==> config.mk <==
export PLATFORM = sky130hd
export DESIGN_NAME = ulp_power_mode_control
export DESIGN_NICKNAME = d
export VERILOG_FILES = /design/src/verilog/ulp_host_pkg.sv /design/src/verilog/ulp_power_mode_control.sv /design/src/verilog/pin_sync3.sv
export SDC_FILE = /design/constraint.sdc
export NUM_CORES = 1
export LEC_CHECK = 0
export ABC_AREA = 1
export BUFFER_PORTS_ARGS = -buffer_cell sky130_fd_sc_hd__buf_2
export CAP_MARGIN = 20
export CORE_MARGIN = 3
export CORE_UTILIZATION = 40
export DETAILED_ROUTE_END_ITERATION = 6
export GPL_TIMING_DRIVEN = 0
export SLEW_MARGIN = 10
export SYNTH_ARGS = -nofsm -noshare
export SYNTH_HDL_FRONTEND = slang
export SYNTH_SLANG_ARGS = --single-unit
==> constraint.sdc <==
create_clock -name clk_sys -period 2.2 [get_ports clk_sys]
set_input_delay 0.33 -clock clk_sys [delete_from_list [all_inputs] [get_ports clk_sys]]
set_output_delay 0.33 -clock clk_sys [all_outputs]
set_load 0.02 [all_outputs]
==> src/verilog/ulp_host_pkg.sv <==
// Behaviour
// - Host writes 0x1900 enables, 0x80 config, pin low, port match enable, pin high.
// - Host checks no pending events, then interrupt stays clear for 100 us.
// - Interrupt seen after entry means entered and woke; state unreliable.
// - Resume: pin low, wait for interrupt, reinitialise unpreserved registers; the host only sets regs_unreliable and writes no register.
// - With clock bypass (not shutdown), clock stopped via indirect clock control 0x00, not ULP clock disable.
// - Shutdown: enables, mask reset, config, pin low, disable plus enable, high.
// - Interrupt after shutdown attempt: reset device and repeat shutdown; the host pulses device_reset_req, ends with RES_WOKE and does not repeat.
// - Host clears every port mask bit before shutdown.
// - A write setting ULP clock disable also sets port match enable.
// - Host sets polarity in an earlier write than the mode enable.
// - Control bits 7:5 read zero; bit 2 reserved, host writes zero.
// - Host keeps match, alarm and fail interrupts enabled in ULP.
package ulp_host_pkg;
  localparam logic [7:0]  ULP_MODE_CONTROL_ADDR     = 8'hA2;
  localparam logic [7:0]  ULP_MODE_CONTROL_RESET    = 8'h00;
  localparam logic [7:0]  IRQ_ENABLE_LOW_ADDR       = 8'h00;
  localparam logic [7:0]  IRQ_ENABLE_HIGH_ADDR      = 8'h01;
  localparam logic [15:0] IRQ_ENABLE_ULP_VALUE      = 16'h1900;
  localparam logic [7:0]  MISCELLANEOUS_CONFIG_ADDR = 8'h02;
  localparam logic [7:0]  MISC_CONFIG_ULP_VALUE     = 8'h80;
  localparam logic [7:0]  MASTER_CONTROL_ADDR       = 8'hA0;
  localparam logic [7:0]  INDIRECT_CLOCK_CTRL_ADDR  = 8'h03;
  localparam logic [7:0]  CLOCK_OFF_VALUE           = 8'h00;
  localparam int          POS_PORT_MATCH_POLARITY   = 0;
  localparam int          POS_PORT_MATCH_ENABLE     = 1;
  localparam int          POS_PORT_MASK_RESET       = 1;
  localparam int          POS_LCD_ENABLE            = 3;
  localparam int          POS_CLOCK_DISABLE         = 4;
  localparam int          POS_CLOCK_BYPASS          = 7;
  localparam int          CLK_SYS_MHZ               = 250;
  localparam int          INT_QUIET_US              = 100;
  localparam int          INT_QUIET_CYCLES          = INT_QUIET_US * CLK_SYS_MHZ;
  localparam int          WAKE_WAIT_US              = 1000;
  localparam int          WAKE_WAIT_CYCLES          = WAKE_WAIT_US * CLK_SYS_MHZ;
  typedef enum logic [1:0] {
    CMD_ENTER_CLOCK,
    CMD_ENTER_SHUTDOWN,
    CMD_RESUME,
    CMD_ENTER_LCD
  } command_e;
  typedef enum logic [1:0] {
    RES_OK,
    RES_WOKE,
    RES_TIMEOUT,
    RES_BUSY
  } result_e;
endpackage

==> src/verilog/ulp_power_mode_control.sv <==
`timescale 1ns/1ns
`default_nettype none
module ulp_power_mode_control
  import ulp_host_pkg::*;
#(
  parameter int QUIET_CYCLES = INT_QUIET_CYCLES,
  parameter int WAKE_CYCLES  = WAKE_WAIT_CYCLES
)(
  input  wire logic       clk_sys,
  input  wire logic       rst,
  input  wire logic       cmd_valid,
  input  wire logic [1:0] cmd_op,
  input  wire logic       cmd_polarity,
  input  wire logic       cmd_bypass,
  input  wire logic       cmd_keep_match,
  output logic            cmd_ready,
  output logic            done,
  output logic [1:0]      result,
  output logic            regs_unreliable,
  output logic            device_reset_req,
  output logic            reg_wr,
  output logic [7:0]      reg_addr,
  output logic [7:0]      reg_wdata,
  input  wire logic       reg_ack,
  output logic            power_pin,
  input  wire logic       irq_n_pin,
  output logic            low_power
);
  typedef enum logic [3:0] {
    ST_IDLE,
    ST_CHECK,
    ST_WRITE,
    ST_PIN_LOW,
    ST_PIN_HIGH,
    ST_QUIET,
    ST_RESUME_LOW,
    ST_WAIT_IRQ,
    ST_FINISH
  } state_e;

  localparam int         CNT_W      = 32;
  localparam logic [2:0] STEP_LAST  = 3'h7;

  state_e          state;
  logic [2:0]      step;
  logic [1:0]      op;
  logic            pol;
  logic            byp;
  logic            keep;
  logic [CNT_W-1:0] count;
  logic            irq_level;
  logic            irq_active;
  logic [7:0]      w_addr [8];
  logic [7:0]      w_data [8];
  logic [7:0]      ctrl_pol;
  logic [7:0]      ctrl_enter;
  logic [7:0]      master_val;
  logic [7:0]      mask_val;
  logic            quiet_done;
  logic            wake_done;

  // ----------------------------------------
  // Interrupt pin synchroniser
  // ----------------------------------------
  pin_sync3 u_irq_sync (
    .clk_sys (clk_sys),
    .rst     (rst),
    .pin     (irq_n_pin),
    .level   (irq_level)
  );
  assign irq_active = ~irq_level;

  // ----------------------------------------
  // Write sequence tables
  // ----------------------------------------
  function automatic logic [7:0] bit_at(input int pos, input logic v);
    bit_at = v ? (8'h01 << pos) : 8'h00;
  endfunction

  // Reserved bit 2 and bits 7:5 always written as zero
  assign ctrl_pol   = bit_at(POS_PORT_MATCH_POLARITY, pol);
  // Clock disable only alongside port match enable
  assign ctrl_enter = ctrl_pol
                    | bit_at(POS_PORT_MATCH_ENABLE, 1'b1)
                    | bit_at(POS_LCD_ENABLE, op == CMD_ENTER_LCD)
                    | bit_at(POS_CLOCK_DISABLE, op == CMD_ENTER_SHUTDOWN);
  assign master_val = bit_at(POS_CLOCK_BYPASS, byp);
  // Mask reset in shutdown, or when match wake is unwanted
  assign mask_val   = bit_at(POS_PORT_MASK_RESET,
                             op == CMD_ENTER_SHUTDOWN || !keep);

  // Steps 0-5 before the pin goes low, steps 6 and 7 after
  assign w_addr[0] = IRQ_ENABLE_LOW_ADDR;
  assign w_data[0] = IRQ_ENABLE_ULP_VALUE[7:0];
  assign w_addr[1] = IRQ_ENABLE_HIGH_ADDR;
  assign w_data[1] = IRQ_ENABLE_ULP_VALUE[15:8];
  assign w_addr[2] = ULP_MODE_CONTROL_ADDR;
  assign w_data[2] = mask_val;
  assign w_addr[3] = MISCELLANEOUS_CONFIG_ADDR;
  assign w_data[3] = MISC_CONFIG_ULP_VALUE;
  assign w_addr[4] = MASTER_CONTROL_ADDR;
  assign w_data[4] = master_val;
  assign w_addr[5] = ULP_MODE_CONTROL_ADDR;
  assign w_data[5] = ctrl_pol;
  assign w_addr[6] = ULP_MODE_CONTROL_ADDR;
  assign w_data[6] = ctrl_enter;
  assign w_addr[7] = INDIRECT_CLOCK_CTRL_ADDR;
  assign w_data[7] = CLOCK_OFF_VALUE;

  assign quiet_done = (count >= CNT_W'(QUIET_CYCLES - 1));
  assign wake_done  = (count >= CNT_W'(WAKE_CYCLES - 1));
  assign cmd_ready  = (state == ST_IDLE);

  // ----------------------------------------
  // Sequencer
  // ----------------------------------------
  always_ff @(posedge clk_sys or posedge rst) begin
    if (rst) begin
      state            <= ST_IDLE;
      step             <= 3'h0;
      op               <= CMD_ENTER_CLOCK;
      pol              <= 1'b0;
      byp              <= 1'b0;
      keep             <= 1'b0;
      count            <= '0;
      done             <= 1'b0;
      result           <= RES_OK;
      regs_unreliable  <= 1'b0;
      device_reset_req <= 1'b0;
      reg_wr           <= 1'b0;
      reg_addr         <= 8'h00;
      reg_wdata        <= 8'h00;
      power_pin        <= 1'b0;
      low_power        <= 1'b0;
    end else begin
      done             <= 1'b0;
      device_reset_req <= 1'b0;
      case (state)
        ST_IDLE: begin
          if (cmd_valid) begin
            op   <= cmd_op;
            pol  <= cmd_polarity;
            byp  <= cmd_bypass;
            keep <= cmd_keep_match;
            if (cmd_op == CMD_RESUME) begin
              state <= ST_RESUME_LOW;
            end else begin
              step  <= 3'h0;
              state <= ST_CHECK;
            end
          end
        end
        ST_CHECK: begin
          // Pending wake event blocks entry
          if (irq_active) begin
            result <= RES_BUSY;
            state  <= ST_FINISH;
          end else begin
            reg_wr    <= 1'b1;
            reg_addr  <= w_addr[0];
            reg_wdata <= w_data[0];
            state     <= ST_WRITE;
          end
        end
        ST_WRITE: begin
          if (reg_ack) begin
            reg_wr <= 1'b0;
            if (step == 3'h5) begin
              state <= ST_PIN_LOW;
            end else if (step == 3'h6) begin
              step  <= step + 3'h1;
              if (byp && op != CMD_ENTER_SHUTDOWN) begin
                reg_wr    <= 1'b1;
                reg_addr  <= w_addr[STEP_LAST];
                reg_wdata <= w_data[STEP_LAST];
              end else begin
                state <= ST_PIN_HIGH;
              end
            end else if (step == STEP_LAST) begin
              state <= ST_PIN_HIGH;
            end else begin
              step      <= step + 3'h1;
              reg_wr    <= 1'b1;
              reg_addr  <= w_addr[step + 3'h1];
              reg_wdata <= w_data[step + 3'h1];
            end
          end
        end
        ST_PIN_LOW: begin
          power_pin <= 1'b0;
          step      <= 3'h6;
          reg_wr    <= 1'b1;
          reg_addr  <= w_addr[6];
          reg_wdata <= w_data[6];
          state     <= ST_WRITE;
        end
        ST_PIN_HIGH: begin
          power_pin <= 1'b1;
          count     <= '0;
          state     <= ST_QUIET;
        end
        ST_QUIET: begin
          if (irq_active) begin
            // Treat as entered then woke
            regs_unreliable  <= 1'b1;
            device_reset_req <= (op == CMD_ENTER_SHUTDOWN);
            result           <= RES_WOKE;
            power_pin        <= 1'b0;
            state            <= ST_FINISH;
          end else if (quiet_done) begin
            low_power <= 1'b1;
            result    <= RES_OK;
            state     <= ST_FINISH;
          end else begin
            count <= count + CNT_W'(1);
          end
        end
        ST_RESUME_LOW: begin
          power_pin <= 1'b0;
          count     <= '0;
          state     <= ST_WAIT_IRQ;
        end
        ST_WAIT_IRQ: begin
          if (irq_active) begin
            regs_unreliable <= 1'b1;
            low_power       <= 1'b0;
            result          <= RES_OK;
            state           <= ST_FINISH;
          end else if (wake_done) begin
            result <= RES_TIMEOUT;
            state  <= ST_FINISH;
          end else begin
            count <= count + CNT_W'(1);
          end
        end
        ST_FINISH: begin
          done  <= 1'b1;
          state <= ST_IDLE;
        end
        default: begin
          state <= ST_IDLE;
        end
      endcase
    end
  end

  // ----------------------------------------
  // Checks
  // ----------------------------------------
  quiet_time_a: assert property (@(posedge clk_sys) disable iff (rst)
    $rose(low_power) |-> $past(state) == ST_QUIET && $past(quiet_done))
    else $error("low power declared before quiet time");
  pin_low_write_a: assert property (@(posedge clk_sys) disable iff (rst)
    (reg_wr && reg_wdata[POS_PORT_MATCH_ENABLE]
     && reg_addr == ULP_MODE_CONTROL_ADDR && step == 3'h6) |-> !power_pin)
    else $error("enable written with pin high");
  disable_pair_a: assert property (@(posedge clk_sys) disable iff (rst)
    (reg_wr && reg_addr == ULP_MODE_CONTROL_ADDR
     && reg_wdata[POS_CLOCK_DISABLE]) |-> reg_wdata[POS_PORT_MATCH_ENABLE])
    else $error("clock disable without port match enable");
  reserved_zero_a: assert property (@(posedge clk_sys) disable iff (rst)
    (reg_wr && reg_addr == ULP_MODE_CONTROL_ADDR) |->
      reg_wdata[2] == 1'b0 && reg_wdata[7:5] == 3'h0)
    else $error("reserved control bits written nonzero");
  busy_refuse_a: assert property (@(posedge clk_sys) disable iff (rst)
    (state == ST_CHECK && irq_active) |=> state == ST_FINISH && !reg_wr)
    else $error("entry attempted with pending wake");
  woke_flag_a: assert property (@(posedge clk_sys) disable iff (rst)
    (state == ST_QUIET && irq_active) |=> regs_unreliable && !power_pin)
    else $error("wake after entry not flagged");
  shut_reset_a: assert property (@(posedge clk_sys) disable iff (rst)
    (state == ST_QUIET && irq_active && op == CMD_ENTER_SHUTDOWN)
      |=> device_reset_req ##1 !device_reset_req)
    else $error("shutdown retry reset missing");
  resume_low_a: assert property (@(posedge clk_sys) disable iff (rst)
    state == ST_WAIT_IRQ |-> !power_pin)
    else $error("pin high while waiting for wake");
  irq_enables_a: assert property (@(posedge clk_sys) disable iff (rst)
    (reg_wr && reg_addr == IRQ_ENABLE_HIGH_ADDR) |->
      reg_wdata == IRQ_ENABLE_ULP_VALUE[15:8])
    else $error("wrong interrupt enable value");
  write_hold_a: assert property (@(posedge clk_sys) disable iff (rst)
    (reg_wr && !reg_ack) |=>
      reg_wr && $stable(reg_addr) && $stable(reg_wdata))
    else $error("write request dropped before acknowledge");
  pin_rise_a: assert property (@(posedge clk_sys) disable iff (rst)
    $rose(power_pin) |-> !reg_wr && state == ST_QUIET)
    else $error("pin raised with write outstanding");
  quiet_hold_a: assert property (@(posedge clk_sys) disable iff (rst)
    (state == ST_QUIET && !irq_active && !quiet_done) |=> state == ST_QUIET)
    else $error("quiet window cut short");
  shut_mask_a: assert property (@(posedge clk_sys) disable iff (rst)
    (reg_wr && step == 3'h2 && op == CMD_ENTER_SHUTDOWN) |->
      reg_addr == ULP_MODE_CONTROL_ADDR && reg_wdata[POS_PORT_MASK_RESET])
    else $error("port mask not reset before shutdown");
  resume_done_a: assert property (@(posedge clk_sys) disable iff (rst)
    (state == ST_WAIT_IRQ && irq_active) |=>
      state == ST_FINISH && !low_power && regs_unreliable)
    else $error("resume not completed on interrupt");
  clock_off_a: assert property (@(posedge clk_sys) disable iff (rst)
    (reg_wr && reg_addr == INDIRECT_CLOCK_CTRL_ADDR) |->
      reg_wdata == CLOCK_OFF_VALUE && byp && op != CMD_ENTER_SHUTDOWN)
    else $error("clock control written out of turn");
endmodule
`default_nettype wire

==> src/verilog/pin_sync3.sv <==
`timescale 1ns/1ns
`default_nettype none
module pin_sync3
  import ulp_host_pkg::*;
(
  input  wire logic clk_sys,
  input  wire logic rst,
  input  wire logic pin,
  output logic      level
);
  logic s1;
  logic s2;
  logic s3;
  // ----------------------------------------
  // Three stages, change when two agree
  // ----------------------------------------
  always_ff @(posedge clk_sys or posedge rst) begin
    if (rst) begin
      s1    <= 1'b1;
      s2    <= 1'b1;
      s3    <= 1'b1;
      level <= 1'b1;
    end else begin
      s1 <= pin;
      s2 <= s1;
      s3 <= s2;
      if (s2 == s3) begin
        level <= s3;
      end
    end
  end
endmodule
`default_nettype wire

==> results.md <==
- Outcome: finished, final reports clean
- Final worst slack: 0.280 ns
- Detailed Place HPWL: 5770 um
- CP Cell Sequence: inv_1 -> ha_1 -> nand2_1 -> nand2_1 -> o21ai_0 -> and2_1 -> nor2_1 -> inv_1 -> o21ai_0
- Area share of fa/ha/maj cells after synthesis: 2.63%
- Hold/Removal Path Class: primary input to flop
- Most frequent cells in the layout: 149 x nand2_1, 63 x inv_1, 61 x nor2_1, 60 x dfrtp_1, 36 x nand3_1
- Post-CTS setup buffer count: 0
- Fin crit period: 1.92 ns
- Clock skew: 0.0101 ns
- Syn Inst Count: 501
- Die X: 102 um
- Die area: 10500 um^2
- Routability cong.: 0.874
- Proportion of synthesized area in mux cells: 0.304%
- Top Ports: 35
- Fin. max-slew vios: 0
- Port buffer count: 27
- H-tree level count: 3
- Number of buffers created by CTS: 9
- Final Cycle Share: 87.3%
- Synth Area in Compound Gates: 8.47%
- Post-cts hold buffer count: 0
- Layout cells sized above 1: 15.8%
- Xor/xnor share of the synthesized area: 0.708%
- Crit-path slowest cell: dfrtp_1
- Pre-CTS WS: 0.316 ns
- Die Y-Extent: 102 um
- Signal arrival time at the worst endpoint: 2.15 ns
- MaxCap Viol Count: 0
- Max stage delay on crit path: 0.44 ns
- GRT Residual Overflow: 0
- Clock Pin Slew Worst Setup and Hold Paths: 0.08 ns
- Crit path buf inv count: 2
- CTS Root Cell: clkbuf_8
- Vias in the first global route: 2874
- Non-Filler Instances: 658
- #FFs+latches synth: 64
- CP Capture Type: flop
- Total core area: 8850 um^2
- Post-synthesis sequential area ratio: 43.3%
- Largest net degree at the start of global routing: 65
- PD cells: 1090 nW/um^2
- Fmax: 0.521 GHz
- Vias: 3144
- Initial antenna violation count: 0
- Setup-failing EPs final: 0
- Residual DRC count: 0
- Commonest non-fill, non-tap cell in the layout: nand2_1
- Syn avg cell area: 7.40 um^2
- Clk_lat worst skew: 0.35 ns
- Final Hold Viols: 0
- WP data required: 2.43 ns
- Placed insts: 642
- Slew at the pin closest to its max-slew limit: 0.800 ns
- WL per Instance: 12.2 um
- Vias per cell: 4.78
- Fill cells: 907
- Synthesis Warnings: 0
- Global-route wire length before repair: 13700 um
- Diode count: 0
- Synth unique cells: 38
- DR iter-0 viols: 217
- Max Root-Sink Buffers: 2
- Area growth from synthesis to layout: 13.3%
- WS Path Type: flop to flop
- Mapped Area: 3710 um^2
- Leakage: 2.37 nW
- CP delay by family, top: simple AND/OR/NAND/NOR gates
- CTS tree: done
- Gr usage total: 16.7%
- Antenna viol nets, final: 0
- Sink Count: 64
- Max VDD drop: 347 uV
- Post-CTS sizing: 0
- Nets: 562
- Main combinational cell family by area after synthesis: simple AND/OR/NAND/NOR gates
- Initial core utilization: 41.9%
- Router iterations before antenna repair: 5
- RSZ-0062 raised after global routing: no
- Worst slew margin: 46.7%
- Post-Synth Simple-Gate Area: 33.8%
- Crit path max fanout: 6
- Final WL: 8040 um
- Setup crit start kind: flop
- FP Rows: 34
==> metrics by stage <==
stage | cell area (um^2) | utilization [%] | power, mW | TNS (ns) | hold WS, ns
floorplan | 3730 | - | 3.10 | 0 | 0.334
global placement | 4000 | 45.2 | 3.57 | -33.87 | 0.355
detailed placement | 4010 | 45.3 | 3.60 | 0 | 0.351
CTS | 4200 | 47.5 | 4.63 | 0 | 0.0599
global route | 4200 | 47.5 | 4.96 | 0 | 0.0524
finish | 4200 | 47.5 | 4.59 | 0 | 0.0735
==> cells in the mapped netlist <==
cell,instances,area share (%)
buf_6,6,1.8
a211oi_1,1,0.20
buf_4,8,1.6
or2_1,1,0.17
dfrtp_1,60,40
conb_1,1,0.10
nand4_1,8,1.3
o21ai_0,25,3.4
nor4_1,1,0.17
xnor2_1,1,0.24
dfstp_2,4,2.8
o31ai_1,2,0.40
o21a_1,1,0.20
a21oi_1,16,2.2
nand2_1,149,15
o21ai_1,6,0.81
nor2_1,61,6.2
nand2_2,4,0.67
buf_2,2,0.27
and2_1,2,0.34
a21boi_4,1,0.51
inv_2,5,0.51
a31oi_1,1,0.17
nor2_8,1,0.54
nor3_1,9,1.2
nor2_4,4,1.2
nand2_4,2,0.61
nand3_4,1,0.47
o2111ai_1,1,0.24
maj3_1,1,0.27
a22oi_1,2,0.40
ha_1,7,2.4
nor2_2,3,0.51
xor2_1,2,0.47
nand3_1,36,4.9
inv_1,64,6.5
mux2_2,1,0.30
nor3_4,1,0.44
==> flip-flops by register name, summed over array words and instances, names as in the netlist <==
register / count
low_power: 1
reg_addr: 3
u_irq_sync.s3: 1
byp: 1
keep: 1
count: 32
power_pin: 1
u_irq_sync.s1: 1
device_reset_req: 1
result: 2
step: 3
pol: 1
reg_wr: 1
u_irq_sync.level: 1
u_irq_sync.s2: 1
state: 4
op: 2
regs_unreliable: 1
done: 1
reg_wdata: 5
==> cell families after synthesis <==
family,after synthesis
and+or+nand+nor,283
buffers and inverters,85
DFF,64
AOI/OAI and AO/OA,56
adders and majority gates,8
xor gates and xnor gates,3
other,1
muxes,1
==> worst register-to-register path, stage by stage (launching register included) <==
cell and delay [ns]:
dfrtp_1 0.44, inv_1 0.19, ha_1 0.18, nand2_1 0.14
nand2_1 0.10, o21ai_0 0.10, and2_1 0.18, nor2_1 0.17
inv_1 0.07, o21ai_0 0.24
==> power by group <==
group          internal [mW]  switching (mW)  leakage, nW
combinational          0.673            1.28         1.43
clock                  0.522           0.493       0.0952
sequential              1.42           0.199        0.841
total                   2.62            1.97         2.37
==> per-layer routing <==
layer | vias to the layer above | global-route usage, % | routed length, um
li1 | 1653 | - | -
met1 | 1433 | 25.3 | 4380
met2 | 52 | 23.2 | 3270
met3 | 6 | 4.57 | 303
met4 | 0 | 4.74 | 87
met5 | - | 0 | 0
==> worst paths after layout <==
path / depth (start not counted) / end / start / slack [ns]
min in group asynchronous: 2 / count[22]$_DFFE_PP0P_ / rst / 0.14
hold / removal: 1 / u_irq_sync.s1$_DFF_PP1_ / irq_n_pin / 0.07
setup / recovery: 9 / state[2]$_DFFE_PP0P_ / step[0]$_DFFE_PP0P_ / 0.28
max in group asynchronous: 2 / count[13]$_DFFE_PP0P_ / rst / 1.54
setup reg to reg: 9 / state[2]$_DFFE_PP0P_ / step[0]$_DFFE_PP0P_ / 0.28
hold reg to reg: 0 / u_irq_sync.s2$_DFF_PP1_ / u_irq_sync.s1$_DFF_PP1_ / 0.36
==> layout make-up <==
class                      instances  area (um^2)  area share, %
buffer                            16          138           3.28
clock buffer                       9          124           2.95
clock inverter                     7         72.6           1.73
inverter                          69          262           6.22
multi-input combinational        358         1730           41.2
sequential                        64         1610           38.2
tap                              108          135           3.22
timing repair buffer              27          135           3.22
(Power assumes the default switching activity.)
